<file path="config.mk">
export PLATFORM = sky130hd
export DESIGN_NAME = crf_rx_filter
export DESIGN_NICKNAME = d
export VERILOG_FILES = /design/src/inc/crf_pkg.sv /design/src/logic/crf_rx_filter.sv
export SDC_FILE = /design/constraint.sdc
export NUM_CORES = 1
export LEC_CHECK = 0
export ABC_AREA = 1
export BUFFER_PORTS_ARGS = -buffer_cell sky130_fd_sc_hd__buf_2
export CAP_MARGIN = 40
export CORE_MARGIN = 1
export CORE_UTILIZATION = 48
export DETAILED_ROUTE_END_ITERATION = 12
export PLACE_DENSITY = 0.75
export SLEW_MARGIN = 40
export SYNTH_ARGS = -nofsm -noshare
export SYNTH_HDL_FRONTEND = slang
export SYNTH_SLANG_ARGS = --single-unit
export TNS_END_PERCENT = 100
</file>
<file path="constraint.sdc">
create_clock -name pclk -period 4.1 [get_ports pclk]
set_clock_uncertainty 0.05 [all_clocks]
set_input_delay 0.41 -clock pclk [delete_from_list [all_inputs] [get_ports pclk]]
set_output_delay 0.41 -clock pclk [all_outputs]
set_load 0.02 [all_outputs]
</file>
<file path="src/inc/crf_pkg.sv">
`default_nettype none
package crf_pkg;
    // ==========================================
    // sizes
    localparam int CRF_NBUF = 5;
    localparam int CRF_NBYTE = 15;
    localparam int CRF_NFLT = 8;
    localparam logic [2:0] CRF_FULL = 3'h5;
    // ==========================================
    // register byte addresses
    localparam logic [7:0] CRF_OFS_CTL0 = 8'h00;
    localparam logic [7:0] CRF_OFS_CTL1 = 8'h04;
    localparam logic [7:0] CRF_OFS_BTR0 = 8'h08;
    localparam logic [7:0] CRF_OFS_BTR1 = 8'h0c;
    localparam logic [7:0] CRF_OFS_RFLG = 8'h10;
    localparam logic [7:0] CRF_OFS_RIER = 8'h14;
    localparam logic [7:0] CRF_OFS_IDAC = 8'h18;
    localparam logic [7:0] CRF_OFS_RXERR = 8'h1c;
    localparam logic [7:0] CRF_OFS_TXERR = 8'h20;
    // windows: patterns 0x40 and masks 0x60 by paddr[7:5], head buffer 0x80 by paddr[7:6]
    localparam logic [2:0] CRF_WIN_PAT = 3'h2;
    localparam logic [2:0] CRF_WIN_MSK = 3'h3;
    localparam logic [1:0] CRF_WIN_FG = 2'h2;
    // ==========================================
    // field positions
    localparam int CRF_B_INIT_REQUEST = 0;
    localparam int CRF_B_INIT_ACKNOWLEDGE = 0;
    localparam int CRF_B_LOOP = 5;
    localparam int CRF_B_ENABLE = 7;
    localparam int CRF_B_RXF = 0;
    localparam int CRF_B_OVR = 1;
    localparam int CRF_B_AM = 4;
    localparam int CRF_B_IDE = 3;
    localparam int CRF_IDR1 = 1;
    localparam logic CRF_RECESSIVE = 1'b1;
    // ==========================================
    // types
    typedef enum logic [1:0] {
        CRF_AM_TWO = 2'h0,
        CRF_AM_FOUR = 2'h1,
        CRF_AM_EIGHT = 2'h2,
        CRF_AM_CLOSED = 2'h3
    } crf_am_type;
    typedef enum logic [3:0] {
        CRF_RUN = 4'h1,
        CRF_REQ_BUS = 4'h2,
        CRF_REQ_CAN = 4'h4,
        CRF_INIT = 4'h8
    } crf_init_type;
    typedef logic [CRF_NBYTE-1:0][7:0] crf_buf_type;
    typedef struct packed {
        logic we;
        logic [3:0] sel;
        logic [7:0] data;
        logic eof;
        logic good;
        logic own;
    } crf_rx_type;
    typedef struct packed {
        logic [31:0] prdata;
        logic pready;
        logic pslverr;
        crf_init_type init_st;
        logic init_request;
        logic module_enable_bit;
        logic en_written;
        logic loopback;
        logic [7:0] btr0;
        logic [7:0] btr1;
        crf_am_type idam;
        logic rx_ie;
        logic ovr_ie;
        logic ovr_flag;
        logic [CRF_NFLT-1:0][7:0] pat;
        logic [CRF_NFLT-1:0][7:0] msk;
        crf_buf_type bg;
        crf_buf_type [CRF_NBUF-1:0] fifo;
        logic [CRF_NBUF-1:0][2:0] hit;
        logic [2:0] wr_ptr;
        logic [2:0] rd_ptr;
        logic [2:0] count;
        logic txd;
        logic rx_irq;
        logic ovr_irq;
    } crf_state_type;
endpackage
`default_nettype wire

</file>
<file path="src/logic/crf_rx_filter.sv">
`timescale 1ns/1ps
`default_nettype none
// Overview of operation
// - accepted frames queue in a five-entry fifo seen through one window.
// - every receive buffer holds fifteen bytes of control, id, data, stamp.
// - background buffer is private; software reads only the head entry.
// - receive-full flag is set while the head holds an accepted good frame.
// - incoming bytes land in the background buffer while the filter checks them.
// - good accepted frame enters fifo, sets full flag, raises unmasked interrupt.
// - a new frame may arrive right after the interframe space.
// - failed or rejected frames are not queued; background gets overwritten.
// - own transmitted frames are not queued unless loopback is on.
// - after lost arbitration the winning frame is received normally.
// - accepted frame with fifo full is dropped and overrun is flagged.
// - while full, transmit goes on; reception resumes once an entry frees.
// - pattern registers give id values; masks mark bits as ignored.
// - three-bit hit index reports the lowest-numbered matching filter.
// - two-filter mode compares full ids per 32-bit bank, hits 0 and 1.
// - four-filter mode compares sixteen bits per filter, hits 0 to 3.
// - eight-filter mode compares first id byte per filter, hits 0 to 7.
// - closed mode never queues a frame nor sets the full flag.
// - error counters ignore every software write.
// - configuration registers accept writes only in acknowledged init mode.
// - transmit pin goes recessive at once in power-down or init.
// - module enable bit is writable once after reset in normal modes.
// - init acknowledge rises only after all stages reached init.
module crf_rx_filter
    import crf_pkg::*;
(
    input wire logic pclk,
    input wire logic presetn,
    input wire logic psel,
    input wire logic penable,
    input wire logic pwrite,
    input wire logic [7:0] paddr,
    input wire logic [31:0] pwdata,
    output logic [31:0] prdata,
    output logic pready,
    output logic pslverr,
    input wire crf_rx_type rx_in,
    input wire logic tx_bit,
    input wire logic power_down,
    input wire logic special_mode,
    input wire logic [7:0] rx_err_cnt,
    input wire logic [7:0] tx_err_cnt,
    output logic bus_transmit_pin,
    output logic rx_irq,
    output logic overrun_irq,
    output logic [15:0] bit_timing
);

    // ==========================================
    // helpers
    // mask semantics
    function automatic logic byte_ok(input logic [7:0] a, input logic [7:0] p,
                                     input logic [7:0] m);
        return ((a ^ p) & ~m) == 8'h00;
    endfunction

    // ring of five entries, pointers wrap after the last
    function automatic logic [2:0] ptr_next(input logic [2:0] p);
        return (p == CRF_FULL - 3'h1) ? 3'h0 : p + 3'h1;
    endfunction

    crf_state_type s_q;
    crf_state_type s_d;

    logic [CRF_NFLT-1:0] match_w;
    logic [2:0] hit_idx_w;
    logic any_hit_w;
    logic in_init_w;
    logic cfg_ok_w;
    logic wr_w;
    logic setup_w;
    logic pop_w;
    logic accept_w;
    logic push_w;
    logic full_w;
    logic rx_full_flag;
    logic ide_w;

    assign in_init_w = s_q.init_st == CRF_INIT;
    // lock opens only with request and acknowledge both set
    assign cfg_ok_w = s_q.init_request & in_init_w;
    assign setup_w = psel & ~penable;
    assign wr_w = psel & penable & pwrite & s_q.pready;
    assign rx_full_flag = s_q.count != 3'h0;
    assign full_w = s_q.count == CRF_FULL;
    // release of the head comes from a software write of one
    assign pop_w = wr_w & (paddr == CRF_OFS_RFLG) & pwdata[CRF_B_RXF] & rx_full_flag;
    assign ide_w = s_q.bg[CRF_IDR1][CRF_B_IDE];

    // ==========================================
    // acceptance filter, evaluated on the background buffer
    always_comb begin
        match_w = '0;
        unique case (s_q.idam)
            CRF_AM_TWO: begin
                // 32-bit banks, extended frames use all four id bytes
                for (int k = 0; k < 2; k++) begin
                    match_w[k] = byte_ok(s_q.bg[0], s_q.pat[4*k], s_q.msk[4*k]) &
                        byte_ok(s_q.bg[1], s_q.pat[4*k+1], s_q.msk[4*k+1]) &
                        (~ide_w |
                        (byte_ok(s_q.bg[2], s_q.pat[4*k+2], s_q.msk[4*k+2]) &
                        byte_ok(s_q.bg[3], s_q.pat[4*k+3], s_q.msk[4*k+3])));
                end
            end
            CRF_AM_FOUR: begin
                for (int k = 0; k < 4; k++) begin
                    match_w[k] = byte_ok(s_q.bg[0], s_q.pat[2*k], s_q.msk[2*k]) &
                        byte_ok(s_q.bg[1], s_q.pat[2*k+1], s_q.msk[2*k+1]);
                end
            end
            CRF_AM_EIGHT: begin
                // 8-bit filters on the first id byte
                for (int k = 0; k < CRF_NFLT; k++) begin
                    match_w[k] = byte_ok(s_q.bg[0], s_q.pat[k], s_q.msk[k]);
                end
            end
            CRF_AM_CLOSED: begin
                match_w = '0;
            end
        endcase
    end

    always_comb begin
        hit_idx_w = 3'h0;
        for (int k = CRF_NFLT - 1; k >= 0; k--) begin
            if (match_w[k]) begin
                hit_idx_w = 3'(k);
            end
        end
    end
    assign any_hit_w = |match_w;

    // only a good, matching frame counts
    // own frames skipped unless looped back
    // after lost arbitration the engine reports the frame as foreign
    assign accept_w = rx_in.eof & rx_in.good & any_hit_w & (~rx_in.own | s_q.loopback) &
        (s_q.init_st == CRF_RUN) & ~s_q.init_request & s_q.module_enable_bit & ~power_down;
    // an entry freed in the same cycle makes room
    assign push_w = accept_w & (~full_w | pop_w);

    // ==========================================
    // next state
    always_comb begin
        logic [4:0] idx;
        logic [7:0] rd;
        logic mapped;
        s_d = s_q;
        idx = paddr[6:2];
        rd = 8'h00;
        mapped = 1'b1;

        // apb: one wait-free access phase after each setup
        s_d.pready = setup_w;
        s_d.pslverr = 1'b0;
        unique case (paddr)
            CRF_OFS_CTL0: rd[CRF_B_INIT_REQUEST] = s_q.init_request;
            CRF_OFS_CTL1: begin
                rd[CRF_B_ENABLE] = s_q.module_enable_bit;
                rd[CRF_B_LOOP] = s_q.loopback;
                rd[CRF_B_INIT_ACKNOWLEDGE] = in_init_w;
            end
            CRF_OFS_BTR0: rd = s_q.btr0;
            CRF_OFS_BTR1: rd = s_q.btr1;
            CRF_OFS_RFLG: begin
                // full flag mirrors a non-empty queue
                rd[CRF_B_RXF] = rx_full_flag;
                rd[CRF_B_OVR] = s_q.ovr_flag;
            end
            CRF_OFS_RIER: begin
                rd[CRF_B_RXF] = s_q.rx_ie;
                rd[CRF_B_OVR] = s_q.ovr_ie;
            end
            CRF_OFS_IDAC: begin
                rd[CRF_B_AM +: 2] = s_q.idam;
                rd[2:0] = s_q.hit[s_q.rd_ptr];
            end
            CRF_OFS_RXERR: rd = rx_err_cnt;
            CRF_OFS_TXERR: rd = tx_err_cnt;
            default: begin
                if (paddr[7:5] == CRF_WIN_PAT) begin
                    rd = s_q.pat[paddr[4:2]];
                end else if (paddr[7:5] == CRF_WIN_MSK) begin
                    rd = s_q.msk[paddr[4:2]];
                end else if (paddr[7:6] == CRF_WIN_FG && idx < 5'(CRF_NBYTE)) begin
                    // only the head entry is visible
                    rd = s_q.fifo[s_q.rd_ptr][idx[3:0]];
                end else begin
                    mapped = 1'b0;
                end
            end
        endcase
        if (setup_w) begin
            s_d.prdata = {24'h000000, rd};
            s_d.pslverr = ~mapped;
        end

        // register writes; error counters have no write path at all
        // counters are inputs only
        if (wr_w) begin
            unique case (paddr)
                CRF_OFS_CTL0: begin
                    // request may only drop once acknowledged
                    if (pwdata[CRF_B_INIT_REQUEST] | in_init_w) begin
                        s_d.init_request = pwdata[CRF_B_INIT_REQUEST];
                    end
                end
                CRF_OFS_CTL1: begin
                    // enable writable once unless special mode
                    if (~s_q.en_written | special_mode) begin
                        s_d.module_enable_bit = pwdata[CRF_B_ENABLE];
                        s_d.en_written = 1'b1;
                    end
                    if (cfg_ok_w) begin
                        s_d.loopback = pwdata[CRF_B_LOOP];
                    end
                end
                CRF_OFS_BTR0: begin
                    if (cfg_ok_w) begin
                        s_d.btr0 = pwdata[7:0];
                    end
                end
                CRF_OFS_BTR1: begin
                    if (cfg_ok_w) begin
                        s_d.btr1 = pwdata[7:0];
                    end
                end
                CRF_OFS_RFLG: begin
                    if (pwdata[CRF_B_OVR]) begin
                        s_d.ovr_flag = 1'b0;
                    end
                end
                CRF_OFS_RIER: begin
                    s_d.rx_ie = pwdata[CRF_B_RXF];
                    s_d.ovr_ie = pwdata[CRF_B_OVR];
                end
                CRF_OFS_IDAC: begin
                    if (cfg_ok_w) begin
                        s_d.idam = crf_am_type'(pwdata[CRF_B_AM +: 2]);
                    end
                end
                default: begin
                    if (cfg_ok_w && paddr[7:5] == CRF_WIN_PAT) begin
                        s_d.pat[paddr[4:2]] = pwdata[7:0];
                    end
                    if (cfg_ok_w && paddr[7:5] == CRF_WIN_MSK) begin
                        s_d.msk[paddr[4:2]] = pwdata[7:0];
                    end
                end
            endcase
        end

        // an index past the fifteenth byte is dropped
        // bytes go straight into the background buffer
        if (rx_in.we && rx_in.sel < 4'(CRF_NBYTE) && s_q.init_st == CRF_RUN) begin
            s_d.bg[rx_in.sel] = rx_in.data;
        end

        // accepted frame moves into the queue
        if (push_w) begin
            s_d.fifo[s_q.wr_ptr] = s_q.bg;
            s_d.hit[s_q.wr_ptr] = hit_idx_w;
            s_d.wr_ptr = ptr_next(s_q.wr_ptr);
        end
        if (pop_w) begin
            s_d.rd_ptr = ptr_next(s_q.rd_ptr);
        end
        s_d.count = s_q.count + {2'b00, push_w} - {2'b00, pop_w};
        // full queue drops the frame; set beats a same-cycle clear
        if (accept_w && full_w && !pop_w) begin
            s_d.ovr_flag = 1'b1;
        end

        // request walks through both stages before acknowledge
        unique case (s_q.init_st)
            CRF_RUN: begin
                if (s_q.init_request) begin
                    s_d.init_st = CRF_REQ_BUS;
                end
            end
            CRF_REQ_BUS: s_d.init_st = CRF_REQ_CAN;
            CRF_REQ_CAN: s_d.init_st = CRF_INIT;
            CRF_INIT: begin
                if (!s_d.init_request) begin
                    s_d.init_st = CRF_RUN;
                end
            end
        endcase
        // init mode returns flags, enables and queue to defaults
        if (in_init_w) begin
            s_d.count = 3'h0;
            s_d.wr_ptr = 3'h0;
            s_d.rd_ptr = 3'h0;
            s_d.ovr_flag = 1'b0;
            s_d.rx_ie = 1'b0;
            s_d.ovr_ie = 1'b0;
        end

        // recessive as soon as init is requested or power is down
        s_d.txd = (s_d.init_request | in_init_w | power_down | ~s_q.module_enable_bit) ?
            CRF_RECESSIVE : tx_bit;
        s_d.rx_irq = s_d.rx_ie & (s_d.count != 3'h0);
        s_d.ovr_irq = s_d.ovr_ie & s_d.ovr_flag;
    end

    // ==========================================
    // state register
    always_ff @(posedge pclk or negedge presetn) begin
        if (!presetn) begin
            s_q <= '0;
            s_q.init_st <= CRF_RUN;
            s_q.init_request <= 1'b1;
            s_q.idam <= CRF_AM_TWO;
            s_q.txd <= CRF_RECESSIVE;
        end else begin
            s_q <= s_d;
        end
    end

    assign prdata = s_q.prdata;
    assign pready = s_q.pready;
    assign pslverr = s_q.pslverr;
    assign bus_transmit_pin = s_q.txd;
    assign rx_irq = s_q.rx_irq;
    assign overrun_irq = s_q.ovr_irq;
    assign bit_timing = {s_q.btr1, s_q.btr0};
endmodule
`default_nettype wire

</file>
# [Yosys cells after proc, flatten, opt, wreduce, memory -nomap -nowiden]
# Cells that the tools add are included.
# W data, S select, Z words.
[op_classes] addsub=4 n_mul=0 n_div=0 n_lt_le_gt_ge=10 n_eq_ne=23 n_shift=0 muxes=79 bitwise=85 reduce_logical=49
[ops] cell="$bwmux W600" count=1
[ops] cell="$bmux W120 S3" count=1
[ops] cell="$demux W120 S3" count=1
[ops] cell="$mux W120" count=2
[ops] cell="$mux W153" count=1
[ops] cell="$logic_not A8 Y1" count=17
[ops] cell="$and A8 B8 Y8" count=16
[ops] cell="$bwmux W64" count=2
[ops] cell="$mux W128" count=1
[ops] cell="$mux W64" count=2
[ops] cell="$xor A8 B8 Y8" count=16
[ops] cell="$bwmux W120" count=1
[ops] cell="$mux W8" count=12
[ops] cell="$not A8 Y8" count=8
[ops] cell="$bmux W8 S3" count=2
[ops] cell="$mux W3" count=16
[ops] cell="$bmux W8 S4" count=1
[ops] cell="$demux W8 S4" count=1
[ops] cell="$eq A8 B5 Y1 const B" count=4
[ops] cell="$and A1 B1 Y1" count=26
[ops] cell="$demux W8 S3" count=1
[ops] cell="$reduce_and A3 Y1" count=7
[ops] cell="$pmux W1 S6" count=3
[ops] cell="$eq A8 B4 Y1 const B" count=2
[ops] cell="other kinds (49)" count=106
[word_totals] regBits=914 latchBits=0 mem_bits_rw=0 rom_bits=0 inputBits=80 memories=0

# [Longest topological paths before layout]
[depth] ltp_word=20 ltp_mapped=24

# [Worst setup path before layout]
# Ideal clock, no wire load.
[synth_path] path_kind="register to register" startpoint="register s_q[878] in the netlist's numbering" endpoint="register s_q (netlist bit rx_irq)" arrival_ns=3.021 required_ns=3.929 slack_ns=0.908 path_stages_with_launch=22 n_path_buf=2 period_less_slack_ns=3.192 path_cell_list="dfrtp_1 > inv_1 > ha_1 > clkbuf_1 > o22ai_1 > inv_1 > nand2_1 > nor2_1 > nand2_1 > nor2_1 > nor2_2 > nand3_4 > nand3_2 > buf_6 > ha_1 > inv_1 > ha_1 > fa_1 > o21ai_0 > a21oi_1 > nor3_1 > nor2_1"
[synth_rtl] element="start, declared" line_no="crf_rx_filter.sv:65" source="crf_state_type s_q;"

==> flow_metrics.env <==
export IMPL_synth_ff_latch_count=914
export IMPL_vdd_ir_drop_max_mv=0.343
export IMPL_detail_route_vias_per_cell=5.72
export IMPL_post_place_ws_ns=0.392
export IMPL_placed_cells_incl_taps=6993
export IMPL_grtUsageMet2_pct=49.8
export IMPL_minimum_clock_period_ns=3.77
export IMPL_io_buffers=84
export IMPL_fin_crit_sh_pct=91.9
export IMPL_cts_hold_buf=6
export IMPL_post_route_cells_drive_above_1_share_pct=7.52
export IMPL_first_pass_grt_wire_length_mm=232
export IMPL_wl_per_cell_um=21.1
export IMPL_synth_top_area_share_pct=51.6
export IMPL_detail_route_antenna_nets=0
export IMPL_gr_usage_all_layers_pct=32.3
export IMPL_worst_path_max_fanout=13
export IMPL_ctsLongestPathBuffers=3
export IMPL_outcome="finished clean"
export IMPL_mappedNetlistArea_sq_mm=0.0442
export IMPL_antenna_found_initial=4
export IMPL_power_density_mw_per_mm2=413
export IMPL_detail_route_wirelength_mm=151
export IMPL_final_core_utilization_pct=54.7
export IMPL_cts_repair_resized=0
export IMPL_netlist_instances=5955
export IMPL_fin_ws_ns=0.333
export IMPL_timing_worst_slew_pin_value_ns=0.901
export IMPL_async_reset_ff_share_pct=100
export IMPL_synthesis_yosys_warnings=0
export IMPL_core_area_sq_mm=0.0906
export IMPL_grtUsageMet1_pct=43.3
export IMPL_p_leak_uw=0.0260
export IMPL_postCtsSetupRepairBufs=0
export IMPL_setup_tns_ns=0
export IMPL_nets=6011
export IMPL_vias=41100
export IMPL_synth_cells_most_frequent="2801 x sky130_fd_sc_hd__nand2_1, 911 x sky130_fd_sc_hd__dfrtp_1, 627 x sky130_fd_sc_hd__o21ai_0"
export IMPL_min_delay_path_class="in -> reg"
export IMPL_instances_no_fill=7178
export IMPL_cell_types_occupying_the_most_area_after_synthesis="sky130_fd_sc_hd__dfrtp_1 52%, sky130_fd_sc_hd__nand2_1 24%, sky130_fd_sc_hd__o21ai_0 7.1%"
export IMPL_clockRootBuffer="sky130_fd_sc_hd__clkbuf_16"
export IMPL_busiest_layer="met2"
export IMPL_number_of_synthesized_flops_with_an_enable_pin=0
export IMPL_crit_arrival_ns=4.28
export IMPL_ioPinCount=133
export IMPL_hpwl_mm=96.3
export IMPL_areaGrowthSynthToFinish_pct=12.0
export IMPL_synth_top_area_cell="sky130_fd_sc_hd__dfrtp_1"
export IMPL_unrepaired_setup_endpoints_after_global_routing="false"
export IMPL_grt_use_met3_pct=6.57
export IMPL_die_y_um=305
export IMPL_drc_errors=0
export IMPL_synthesis_area_per_instance_sq_um=7.42
export IMPL_drt_iter0_drc=5416
export IMPL_fillCellCount=8368
export IMPL_floorplan_initialDensity_pct=48.8
export IMPL_design_die_area_sq_mm=0.0933
export IMPL_synth_most_common_cell="sky130_fd_sc_hd__nand2_1"
export IMPL_maxCapViolations=0
export IMPL_gp_congestion=0.970
export IMPL_global_route_overflow_total=0
export IMPL_cts_htree_levels=3
export IMPL_first_global_vias=39000
export IMPL_seq_area_frac_synth_pct=51.8
export IMPL_ys_dominant_reg_cell="sky130_fd_sc_hd__dfrtp_1"
export IMPL_worst_setup_path_start_kind="register"
export IMPL_max_slew_margin_pct=39.8
export IMPL_clk_pin_slew_ns=0.07
export IMPL_timing_final_hold_violations=0
export IMPL_clock_sinks=914
export IMPL_largest_net_degree_at_the_start_of_global_routing=124
export IMPL_slew_violations=0
export IMPL_std_cell_rows=110
export IMPL_setup_violations=0
export IMPL_firstDrtPassIters=8
export IMPL_cts_tree="built"
export IMPL_critical_path_class="reg -> reg"
export IMPL_tritoncts_num_buffers=94
export IMPL_insertion_delay_ns=0.69
export IMPL_max_freq_mhz=265
export IMPL_die_x_um=305
export IMPL_timing_critical_path_required_ns=4.62
export IMPL_worst_setup_path_end_kind="register"
export IMPL_synth_cell_types=48
worst max-delay path, cell delays in order, from the launching register on:
cell	delay [ns]
sky130_fd_sc_hd__dfrtp_1	0.57
sky130_fd_sc_hd__buf_4	0.27
sky130_fd_sc_hd__o21ai_1	0.13
sky130_fd_sc_hd__a21oi_1	0.05
sky130_fd_sc_hd__nor3_1	0.45
sky130_fd_sc_hd__nand4_1	0.26
sky130_fd_sc_hd__nand2_1	0.12
sky130_fd_sc_hd__nor2_1	0.10
sky130_fd_sc_hd__nand3_4	0.17
sky130_fd_sc_hd__nand3_2	0.09
sky130_fd_sc_hd__ha_1	0.29
sky130_fd_sc_hd__inv_1	0.04
sky130_fd_sc_hd__ha_1	0.19
sky130_fd_sc_hd__fa_1	0.41
sky130_fd_sc_hd__o21ai_0	0.18
sky130_fd_sc_hd__a21oi_1	0.08
sky130_fd_sc_hd__nor3_1	0.13
sky130_fd_sc_hd__nor2_1	0.06
placed cells by master (no fill, tap or decap), types with 71 or more instances in the layout:
cell,instances
sky130_fd_sc_hd__o21ai_0,627
sky130_fd_sc_hd__dfrtp_1,910
sky130_fd_sc_hd__clkbuf_16,95
sky130_fd_sc_hd__nand2_1,2794
sky130_fd_sc_hd__nand3_1,132
sky130_fd_sc_hd__inv_1,250
sky130_fd_sc_hd__a21oi_1,71
sky130_fd_sc_hd__buf_2,83
sky130_fd_sc_hd__nor2_1,458
sky130_fd_sc_hd__o22ai_1,78
sky130_fd_sc_hd__buf_4,107
cell type report:
| class | count | area, sq um | share of cell area (%) |
|---|---|---|---|
| flip-flops and latches | 914 | 22900 | 46.2 |
| well taps | 1176 | 1470 | 2.97 |
| clock buffers | 136 | 2760 | 5.58 |
| inverters | 267 | 1010 | 2.03 |
| clock inverters | 40 | 587 | 1.19 |
| multi-input cells | 4399 | 18600 | 37.5 |
| diodes | 1 | 2.50 | 0.00505 |
| repair buffers | 245 | 2230 | 4.50 |
path summary, 6_finish.rpt:
check	start	end	slack [ns]	cells after the start
max	s_q[629]	rx_irq	0.33	17
min	tx_err_cnt[7]	prdata[7]	0.06	5
max reg2reg	s_q[629]	rx_irq	0.33	17
min reg2reg	s_q[897]	s_q[897]	0.42	2
max in group asynchronous	presetn	s_q[630]	2.58	3
min in group asynchronous	presetn	s_q[101]	0.29	2
per-layer routing:
layer	share of wire (%)	vias up
li1	-	18700
met1	39	19600
met2	45	2384
met3	11	422
met4	5.3	2
met5	0.0086	-
flip-flops by register name, summed over array words and instances, names as in the netlist:
register,cells
s_q,884
ide_w,1
pslverr,1
bus_transmit_pin,1
bit_timing,16
pready,1
overrun_irq,1
prdata,8
rx_irq,1
where the power goes:
part           internal, uW  switching, uW
clock network          5410           3830
registers              9230            480
logic                   409           1070
logic make-up after synthesis:
kind of cell	Yosys count	synth area share [%]
other	1	0.00849
AO/OA/AOI/OAI	869	10.7
buffers and inverters	665	6.53
adder cells (fa/ha/maj)	10	0.300
flip-flops	914	51.8
AND/OR/NAND/NOR	3489	30.6
XOR/XNOR	7	0.139
per-stage QoR:
stage          hold WS (ns)  total power, uW  cell area (sq um)
3_3_place_gp          0.387            11300              46000
5_1_grt              0.0749            21000              49500
4_1_cts              0.0429            20400              49500
3_5_place_dp          0.388            11300              46100
6_report             0.0582            20400              49500
2_1_floorplan        0.0644            10500              44300
Power figures use the tool's default switching activity.
